## config.mk

```make
export PLATFORM = sky130hd
export DESIGN_NAME = etc_core
export DESIGN_NICKNAME = d
export VERILOG_FILES = /design/src/pkg/etc_pkg.sv /design/src/etc_core.sv
export SDC_FILE = /design/constraint.sdc
export NUM_CORES = 2
export LEC_CHECK = 0
export ABC_AREA = 1
export BUFFER_PORTS_ARGS = -buffer_cell sky130_fd_sc_hd__buf_2
export CAP_MARGIN = 20
export CELL_PAD_IN_SITES_DETAIL_PLACEMENT = 1
export CELL_PAD_IN_SITES_GLOBAL_PLACEMENT = 2
export CORE_UTILIZATION = 35
export CTS_CLUSTER_SIZE = 8
export DETAILED_ROUTE_END_ITERATION = 12
export PLACE_DENSITY = 0.88
export SKIP_LAST_GASP = 1
export SLEW_MARGIN = 20
export SYNTH_ARGS = -nofsm -noshare
export SYNTH_HDL_FRONTEND = slang
export SYNTH_SLANG_ARGS = --single-unit
```

## constraint.sdc

```tcl
create_clock -name clk_in -period 16.5 [get_ports clk_in]
set_input_delay 3.3 -clock clk_in [delete_from_list [all_inputs] [get_ports clk_in]]
set_output_delay 3.3 -clock clk_in [all_outputs]
set_load 0.1 [all_outputs]
```

## src/pkg/etc_pkg.sv

```systemverilog
// constants, types and state layout for the event transfer controller
package etc_pkg;
  // register byte offsets on the apb side
  localparam logic [7:0] OFS_EN_FIRST = 8'h00;
  localparam logic [7:0] OFS_EN_LAST = 8'h10;
  localparam logic [7:0] OFS_CSR = 8'h14;
  localparam logic [7:0] OFS_BASE = 8'h18;
  // control/status bit positions
  localparam int BIT_NMI = 10;
  localparam int BIT_AE = 9;
  localparam int BIT_SWDE = 8;
  // reset values
  localparam logic [7:0] EN_RESET = 8'h00;
  localparam logic [7:0] VEC_RESET = 8'h00;
  // vector table base and information set stride
  localparam logic [15:0] VEC_BASE = 16'h0400;
  localparam logic [31:0] INFO_STRIDE = 32'h0000_0010;
  localparam logic [5:0] SRC_TOP = 6'h27;
  // mode word field positions
  localparam int MODE_SM = 14;
  localparam int MODE_DM = 12;
  localparam int MODE_MD = 10;
  localparam int MODE_SZ = 8;
  localparam int MODE_DTS = 7;
  localparam int MODE_CHAIN_ENABLE = 6;
  localparam int MODE_DISEL = 5;
  localparam int MODE_CONTINUE_ON_NMI = 4;
  localparam logic [1:0] MD_NORMAL = 2'h0;
  localparam logic [1:0] MD_REPEAT = 2'h1;
  localparam logic [1:0] MD_BLOCK = 2'h2;
  localparam logic [1:0] SZ_BYTE = 2'h0;
  localparam logic [1:0] SZ_WORD = 2'h1;
  localparam logic [1:0] SZ_LONG = 2'h2;

  typedef enum logic [5:0] {
    S_IDLE = 6'h01,
    S_VEC = 6'h02,
    S_FETCH = 6'h04,
    S_XREAD = 6'h08,
    S_XWRITE = 6'h10,
    S_WBACK = 6'h20
  } etc_fsm_e;

  typedef struct packed {
    logic psel;
    logic penable;
    logic pwrite;
    logic [7:0] paddr;
    logic [31:0] pwdata;
  } etc_apb_s;

  typedef struct packed {
    logic req;
    logic we;
    logic [1:0] size;
    logic [31:0] addr;
    logic [31:0] wdata;
  } etc_mem_s;

  typedef struct packed {
    etc_fsm_e fsm;
    logic [4:0][7:0] en;
    logic [4:0][7:0] en_seen;
    logic nmi;
    logic ae;
    logic swde;
    logic [7:0] vec;
    logic [2:0] csr_seen;
    logic [31:0] prdata;
    etc_mem_s mem;
    logic [31:0] info_addr;
    logic [15:0] mode;
    logic [15:0] cra;
    logic [31:0] sar;
    logic [31:0] dar;
    logic [31:0] iar;
    logic [16:0] blk_left;
    logic [31:0] dbuf;
    logic [1:0] widx;
    logic sw_run;
  } etc_state_s;
endpackage

```

## src/etc_core.sv

```systemverilog
// event transfer controller: apb registers and transfer engine
//
// Implementation choices: the register offsets and the APB register port.
module etc_core (
  input wire logic clk_in,
  input wire logic rst_in,
  input wire logic standby_in,
  input wire logic nmi_in,
  input wire etc_pkg::etc_apb_s apb_in,
  output logic pready_out,
  output logic pslverr_out,
  output logic [31:0] prdata_out,
  input wire logic [39:0] src_req_in,
  output logic [39:0] src_ack_out,
  output etc_pkg::etc_mem_s mem_out,
  input wire logic mem_ack_in,
  input wire logic mem_err_in,
  input wire logic [31:0] mem_rdata_in,
  output logic busy_out
);
  etc_pkg::etc_state_s st;
  etc_pkg::etc_state_s next_st;
  logic [15:0] info_base;
  logic acc;
  logic wr;
  logic rd;
  logic mapped;
  logic [31:0] rd_value;
  logic done;
  logic err;
  logic ok;
  logic [39:0] avail;
  logic [5:0] pick;
  logic sw_go;
  logic [15:0] vec_addr;
  logic stop;

  // enable register slot for an address, 3'h7 when not one
  function automatic logic [2:0] en_slot(input logic [7:0] a);
    if (a[1:0] == 2'h0 && a <= etc_pkg::OFS_EN_LAST) begin
      return 3'h4 - a[4:2];
    end
    return 3'h7;
  endfunction

  // bit takes the written value only where it differs from the last read
  function automatic logic [7:0] merge(input logic [7:0] cur, input logic [7:0] w,
                                       input logic [7:0] seen);
    return (cur & ~(w ^ seen)) | (w & (w ^ seen));
  endfunction

  // address step after a unit
  function automatic logic [31:0] adj(input logic [31:0] a, input logic [1:0] am,
                                      input logic [1:0] sz);
    logic [31:0] step;
    step = (sz == etc_pkg::SZ_LONG) ? 32'h4 : (sz == etc_pkg::SZ_WORD) ? 32'h2 : 32'h1;
    if (!am[1]) begin
      return a;
    end
    return am[0] ? a - step : a + step;
  endfunction

  // highest numbered pending source wins
  function automatic logic [5:0] top_of(input logic [39:0] v);
    logic [5:0] r;
    r = 6'h0;
    for (int i = 0; i < 40; i++) begin
      if (v[i]) begin
        r = 6'(i);
      end
    end
    return r;
  endfunction

  // apb decode; zero wait states, data prepared in the setup cycle
  assign acc = apb_in.psel && apb_in.penable;
  assign wr = acc && apb_in.pwrite;
  assign rd = acc && !apb_in.pwrite;
  assign mapped = en_slot(apb_in.paddr) != 3'h7 || apb_in.paddr == etc_pkg::OFS_CSR ||
                  apb_in.paddr == etc_pkg::OFS_BASE;
  assign pready_out = acc;
  assign pslverr_out = acc && !mapped;
  assign prdata_out = st.prdata;
  assign mem_out = st.mem;
  assign busy_out = st.fsm != etc_pkg::S_IDLE;

  // read data mux
  always_comb begin
    rd_value = 32'h0;
    if (en_slot(apb_in.paddr) != 3'h7) begin
      rd_value = {24'h0, st.en[en_slot(apb_in.paddr)]};
    end else if (apb_in.paddr == etc_pkg::OFS_CSR) begin
      rd_value = {21'h0, st.nmi, st.ae, st.swde, st.vec};
    end else if (apb_in.paddr == etc_pkg::OFS_BASE) begin
      rd_value = {16'h0, info_base};
    end
  end

  // memory handshake and request arbitration
  assign done = st.mem.req && mem_ack_in && !mem_err_in;
  assign err = st.mem.req && mem_ack_in && mem_err_in;
  assign ok = st.fsm == etc_pkg::S_IDLE && !st.nmi && !st.ae && !standby_in;
  assign avail = ok ? (src_req_in & st.en) : 40'h0;
  assign pick = top_of(avail);
  assign src_ack_out = (avail != 40'h0) ? (40'h1 << pick) : 40'h0;
  assign sw_go = ok && avail == 40'h0 && st.swde;
  assign vec_addr = sw_go ? etc_pkg::VEC_BASE + {8'h0, st.vec} :
                    etc_pkg::VEC_BASE + {9'h0, etc_pkg::SRC_TOP - pick, 1'b0};
  assign stop = st.nmi && !st.mode[etc_pkg::MODE_CONTINUE_ON_NMI];

  // next state
  always_comb begin
    logic unit_end;
    logic [2:0] slot;
    unit_end = 1'b1;
    slot = en_slot(apb_in.paddr);
    next_st = st;
    if (apb_in.psel && !apb_in.penable) begin
      next_st.prdata = rd_value;
    end
    case (st.fsm)
      etc_pkg::S_IDLE: begin
        if (avail != 40'h0 || sw_go) begin
          next_st.fsm = etc_pkg::S_VEC;
          next_st.sw_run = sw_go;
          next_st.mem = '{req: 1'b1, we: 1'b0, size: etc_pkg::SZ_WORD,
                          addr: {16'h0, vec_addr}, wdata: 32'h0};
        end
      end
      etc_pkg::S_VEC: begin
        if (done) begin
          next_st.info_addr = {info_base, mem_rdata_in[15:0]};
          next_st.widx = 2'h0;
          next_st.fsm = etc_pkg::S_FETCH;
          next_st.mem.size = etc_pkg::SZ_LONG;
          next_st.mem.addr = {info_base, mem_rdata_in[15:0]};
        end
      end
      etc_pkg::S_FETCH: begin
        if (done) begin
          case (st.widx)
            2'h0: {next_st.mode, next_st.cra} = mem_rdata_in;
            2'h1: next_st.sar = mem_rdata_in;
            2'h2: next_st.dar = mem_rdata_in;
            default: next_st.iar = mem_rdata_in;
          endcase
          next_st.widx = st.widx + 2'h1;
          next_st.mem.addr = st.info_addr + {28'h0, st.widx + 2'h1, 2'h0};
          if (st.widx == 2'h3) begin
            next_st.blk_left = {mem_rdata_in[15:0] == 16'h0, mem_rdata_in[15:0]};
            next_st.fsm = etc_pkg::S_XREAD;
            next_st.mem.size = st.mode[etc_pkg::MODE_SZ +: 2];
            next_st.mem.addr = st.sar;
          end
        end
      end
      etc_pkg::S_XREAD: begin
        if (done) begin
          next_st.dbuf = mem_rdata_in;
          next_st.fsm = etc_pkg::S_XWRITE;
          next_st.mem.we = 1'b1;
          next_st.mem.addr = st.dar;
          next_st.mem.wdata = mem_rdata_in;
        end
      end
      etc_pkg::S_XWRITE: begin
        if (done) begin
          next_st.sar = adj(st.sar, st.mode[etc_pkg::MODE_SM +: 2],
                            st.mode[etc_pkg::MODE_SZ +: 2]);
          next_st.dar = adj(st.dar, st.mode[etc_pkg::MODE_DM +: 2],
                            st.mode[etc_pkg::MODE_SZ +: 2]);
          case (st.mode[etc_pkg::MODE_MD +: 2])
            etc_pkg::MD_NORMAL: next_st.cra = st.cra - 16'h1;
            etc_pkg::MD_REPEAT: begin
              if (st.cra[7:0] == 8'h01) begin
                next_st.cra[7:0] = st.cra[15:8];
                if (st.mode[etc_pkg::MODE_DTS]) begin
                  next_st.sar = st.iar;
                end else begin
                  next_st.dar = st.iar;
                end
              end else begin
                next_st.cra[7:0] = st.cra[7:0] - 8'h01;
              end
            end
            etc_pkg::MD_BLOCK: begin
              next_st.blk_left = st.blk_left - 17'h1;
              if (st.blk_left != 17'h1 && !stop) begin
                unit_end = 1'b0;
              end else begin
                next_st.cra = st.cra - 16'h1;
              end
            end
            default: next_st.cra = st.cra;
          endcase
          if (unit_end) begin
            next_st.fsm = etc_pkg::S_WBACK;
            next_st.widx = 2'h0;
            next_st.mem.size = etc_pkg::SZ_LONG;
            next_st.mem.addr = st.info_addr;
            next_st.mem.wdata = {st.mode, next_st.cra};
          end else begin
            next_st.fsm = etc_pkg::S_XREAD;
            next_st.mem.we = 1'b0;
            next_st.mem.addr = next_st.sar;
          end
        end
      end
      etc_pkg::S_WBACK: begin
        if (done) begin
          next_st.widx = st.widx + 2'h1;
          next_st.mem.addr = st.info_addr + {28'h0, st.widx + 2'h1, 2'h0};
          case (st.widx)
            2'h0: next_st.mem.wdata = st.sar;
            2'h1: next_st.mem.wdata = st.dar;
            default: next_st.mem.wdata = st.iar;
          endcase
          if (st.widx == 2'h3) begin
            if (st.mode[etc_pkg::MODE_CHAIN_ENABLE] && !st.nmi && !st.ae) begin
              next_st.fsm = etc_pkg::S_FETCH;
              next_st.widx = 2'h0;
              next_st.info_addr = st.info_addr + etc_pkg::INFO_STRIDE;
              next_st.mem.we = 1'b0;
              next_st.mem.addr = st.info_addr + etc_pkg::INFO_STRIDE;
            end else begin
              next_st.fsm = etc_pkg::S_IDLE;
              next_st.mem.req = 1'b0;
              next_st.mem.we = 1'b0;
              if (st.sw_run && !st.mode[etc_pkg::MODE_DISEL]) begin
                next_st.swde = 1'b0;
              end
            end
          end
        end
      end
      default: next_st.fsm = etc_pkg::S_IDLE;
    endcase
    if (err) begin
      next_st.fsm = etc_pkg::S_IDLE;
      next_st.mem.req = 1'b0;
      next_st.mem.we = 1'b0;
    end
    // last-read snapshots
    if (rd && slot != 3'h7) begin
      next_st.en_seen[slot] = st.en[slot];
    end
    if (rd && apb_in.paddr == etc_pkg::OFS_CSR) begin
      next_st.csr_seen = {st.nmi, st.ae, st.swde};
    end
    if (wr && slot != 3'h7) begin
      next_st.en[slot] = merge(st.en[slot], apb_in.pwdata[7:0], st.en_seen[slot]);
    end
    if (wr && apb_in.paddr == etc_pkg::OFS_CSR) begin
      if (!apb_in.pwdata[etc_pkg::BIT_NMI] && st.csr_seen[2]) begin
        next_st.nmi = 1'b0;
      end
      if (!apb_in.pwdata[etc_pkg::BIT_AE] && st.csr_seen[1]) begin
        next_st.ae = 1'b0;
      end
      if (apb_in.pwdata[etc_pkg::BIT_SWDE]) begin
        next_st.swde = 1'b1;
      end else if (st.csr_seen[0]) begin
        next_st.swde = 1'b0;
      end
      if (!st.swde) begin
        next_st.vec = apb_in.pwdata[7:0];
      end
    end
    // hardware sets win over software clears; standby clears win over both
    if (nmi_in) begin
      next_st.nmi = 1'b1;
    end
    if (err) begin
      next_st.ae = 1'b1;
    end
    if (standby_in) begin
      next_st.en = '0;
      next_st.en_seen = '0;
      next_st.nmi = 1'b0;
      next_st.ae = 1'b0;
      next_st.swde = 1'b0;
      next_st.vec = etc_pkg::VEC_RESET;
      next_st.csr_seen = 3'h0;
    end
  end

  // state register
  always_ff @(posedge clk_in or posedge rst_in) begin
    if (rst_in) begin
      st <= '0;
      st.fsm <= etc_pkg::S_IDLE;
      st.en <= {5{etc_pkg::EN_RESET}};
      st.vec <= etc_pkg::VEC_RESET;
    end else begin
      st <= next_st;
    end
  end

  always_ff @(posedge clk_in) begin
    if (wr && apb_in.paddr == etc_pkg::OFS_BASE) begin
      info_base <= apb_in.pwdata[15:0];
    end
  end

  logic nmi_clr_ok;
  logic unit_wr;
  logic chain_go;
  assign nmi_clr_ok = wr && apb_in.paddr == etc_pkg::OFS_CSR &&
                      !apb_in.pwdata[etc_pkg::BIT_NMI] && st.csr_seen[2];
  assign unit_wr = st.fsm == etc_pkg::S_XWRITE && done;
  assign chain_go = st.fsm == etc_pkg::S_WBACK && done && st.widx == 2'h3 &&
                    st.mode[etc_pkg::MODE_CHAIN_ENABLE] && !st.nmi && !st.ae;
endmodule // etc_core

```

==> metrics.md <==
| Metric | Value |
|---|---|
| Final Cycle Share | 0.6879 |
| R2R Setup Slk | 11.38 ns |
| Pleak | 13.62 nW |
| Unique masters post-synth | 70 |
| Max stage delay on crit path | 0.77 ns |
| Cell mode on critical path | nand2_1 |
| YS warnings | 0 |
| CTS Root Cell | clkbuf_16 |
| Crit start category | primary input |
| Final Hold Vio Count | 0 |
| CTS Buf Count | 55 |
| DRC errors left | 0 |
| Post-CTS Setup Bufs | 0 |
| Clk_skew | 0.02018 ns |
| Most frequently used flop master after synthesis | dfrtp_1 |
| CTS clk-pin slew, worst paths | 0.05 ns |
| DRT Pass-1 Iters | 5 |
| First-pass GRT wire length | 179.5 mm |
| Drt wl/cell | 25.60 um |
| Clk Latency, worst-skew pair | 0.63 ns |
| IO Port Bufs | 231 |
| Syn-to-layout area delta | 11.77% |
| Critical Path AT | 8.05 ns |
| Initial DRC count | 2,758 |
| Largest net degree at the start of global routing | 136 |
| GR Util All Layers | 0.3079 |
| CTS max path bufs | 3 |
| Status | finished clean |
| Post-Syn Area | 26,570 um^2 |
| Period minus WS final | 11.35 ns |
| Synth area leaders | dfrtp_1 (34%), nand2_1 (9.5%), o21ai_0 (6.5%), inv_1 (5.8%), a21oi_1 (5.2%) |
| TritonCTS clock tree | done |
| Total Wirelength | 121.1 mm |
| Asr flop ratio synth | 0.9579 |
| Worst Path Max Fanout | 42 |
| Rel. slew slack | 0.2976 |
| Placeable Area | 74,820 um^2 |
| Total Neg Setup Slack | 0 ns |
| Hold crit path type | flop to flop |
| Routability cong. | 0.9738 |
| Fmax | roughly 0.088 GHz |
| Number of synthesized flops with an enable pin | 16 |
| H-Tree Depth | 2 |
| Slew @ Worst Pin | 1.046 ns |
| Setup Viol. Count Final | 0 |
| Post-DRT Antenna Nets | 0 |
| Max VDD drop | 93.72 uV |
| Top cell types by occurrence after synthesis | nand2_1 (672), inv_1 (409), dfrtp_1 (363) |
| TritonCTS Sinks | 380 |
| Vias | 28.00k |
| Slowest-stage cell, CP | nor2_4 |
| Total power | 5.327 mW |
| Hpwl dp | 90.17 mm |
| Share of layout cells above drive strength 1 | 0.1117 |
| Area leader, netlist | dfrtp_1 |
| Syn Inst Count | 3,628 |
| Layout Nets | 3,933 |
| Hold buffers post-CTS | 0 |
| Setup crit end kind | primary output |
| Power Density | roughly 180 nW/um^2 |
| Final core utilization | 0.3969 |
| DIE WIDTH | approximately 280 um |
| Register bit total from synthesis | 380 |
| DIE AREA | roughly 77,000 um^2 |
| Std cell rows | 100 |
| Number of vias per cell | 5.919 |
| Top-area cell type share of the netlist area | 0.3419 |
| Die Y | 277.5 um |
| Gr ovfl total | 0 |
| Initial antenna violation count | 3 |
| WP data required | 13.20 ns |
| Pins Over Slew Limit | 0 |
| Cts repair resizes | 0 |
| Critical path type | primary input to primary output |
| IO Count | 264 |
| Initial Util | 0.3551 |
| Register area share after synthesis | 0.3610 |
| Avg Cell Area, Syn | 7.323 um^2 |
| Cell with the most instances after synthesis | nand2_1 |
| RSZ-0062 raised after global routing | false |
| Vias in the first global route | 27.20k |
| Number of max-cap violations | 0 |
==> metrics by stage <==
| step | instance area (um^2) | setup WS [ns] | cells | hold slack, ns |
|---|---|---|---|---|
| floorplan | 26620 | 3.098 | 3643 | 0.4500 |
| global placement | 28120 | 5.378 | 4640 | 0.4561 |
| detailed placement | 28130 | 5.259 | 4642 | 0.4604 |
| CTS | 29690 | 5.201 | 4728 | 0.4747 |
| global route | 29690 | 4.631 | 4729 | 0.4950 |
| finish | 29690 | 5.149 | 4730 | 0.4699 |
==> report_power, final <==
group	switching [mW]	internal, mW
logic	2.06	0.851
registers	0.218	1.11
clock network	0.455	0.624
total	2.74	2.59
==> metal layers <==
layer | vias up | wire length [um] | global-route usage
li1 | 12673 | - | -
met1 | 13874 | 53230 | 0.4302
met2 | 1203 | 52060 | 0.4606
met3 | 243 | 9024 | 0.04514
met4 | 2 | 6754 | 0.1568
met5 | - | 9 | 0
==> worst max-delay path, delay by kind of cell <==
| kind | cells | cell delay (ns) |
|---|---|---|
| simple gates | 38 | 3.77 |
| buf+inv | 3 | 0.93 |
==> cell usage in the layout (no fill, tap or decap), types with 13 or more instances in the layout <==
master / instances
or2_2: 17
edfxtp_1: 16
o21ai_1: 32
a21o_1: 15
xor2_1: 57
clkbuf_1: 24
o221ai_1: 19
a211oi_1: 20
a21oi_1: 277
nand2_1: 670
ha_1: 79
inv_1: 408
a221oi_1: 24
a21boi_0: 18
o2111ai_1: 16
clkbuf_16: 56
o211ai_1: 124
nor3_1: 52
nand4_1: 29
nand3_1: 196
dfrtp_1: 363
o21ai_0: 344
buf_4: 55
nor2_1: 226
o21a_1: 34
a31oi_1: 30
o22ai_1: 132
nor4_1: 13
buf_2: 232
conb_1: 16
a22oi_1: 20
==> path summary, 6_finish.rpt <==
path,to,cells past startpoint,start
min,mem_out[59]$_DFFE_PP0P_,2,mem_out[59]$_DFFE_PP0P_
max reg2reg,mem_out[32]$_DFFE_PP0P_,20,st[324]$_DFFE_PP0P_
max in group asynchronous,mem_out[18]$_DFFE_PP0P_,3,rst_in
min reg2reg,mem_out[59]$_DFFE_PP0P_,2,mem_out[59]$_DFFE_PP0P_
min in group asynchronous,st[208]$_DFFE_PP0P_,2,rst_in
max,src_ack_out[23],41,standby_in
==> flip-flops by register name (all words and copies together), names as in the netlist <==
register	flops
info_base	16
mem_out	68
prdata_out	16
st	280
==> area by class of cell <==
type | count | area, um^2
tap | 969 | 1212
clock inverter | 4 | 38.79
inverter | 426 | 1607
sequential | 380 | 9590
timing repair buffer | 288 | 1594
multi-input combinational | 2579 | 14130
fill | 9397 | 45130
antenna | 2 | 5.005
clock buffer | 82 | 1519
==> cell families (layout without fill, tap and decap cells) <==
logic type	after synthesis	after routing	share of synthesized area
other cells	1	18	0.0001411
mux	6	6	0.002496
buf+inv	684	800	0.1121
fa+ha+maj	86	86	0.04097
xor+xnor	62	62	0.02044
compound gates	1166	1166	0.2657
simple gates	1243	1243	0.1972
flops	380	380	0.3610
Note: power is estimated with default switching activity, not from simulation.
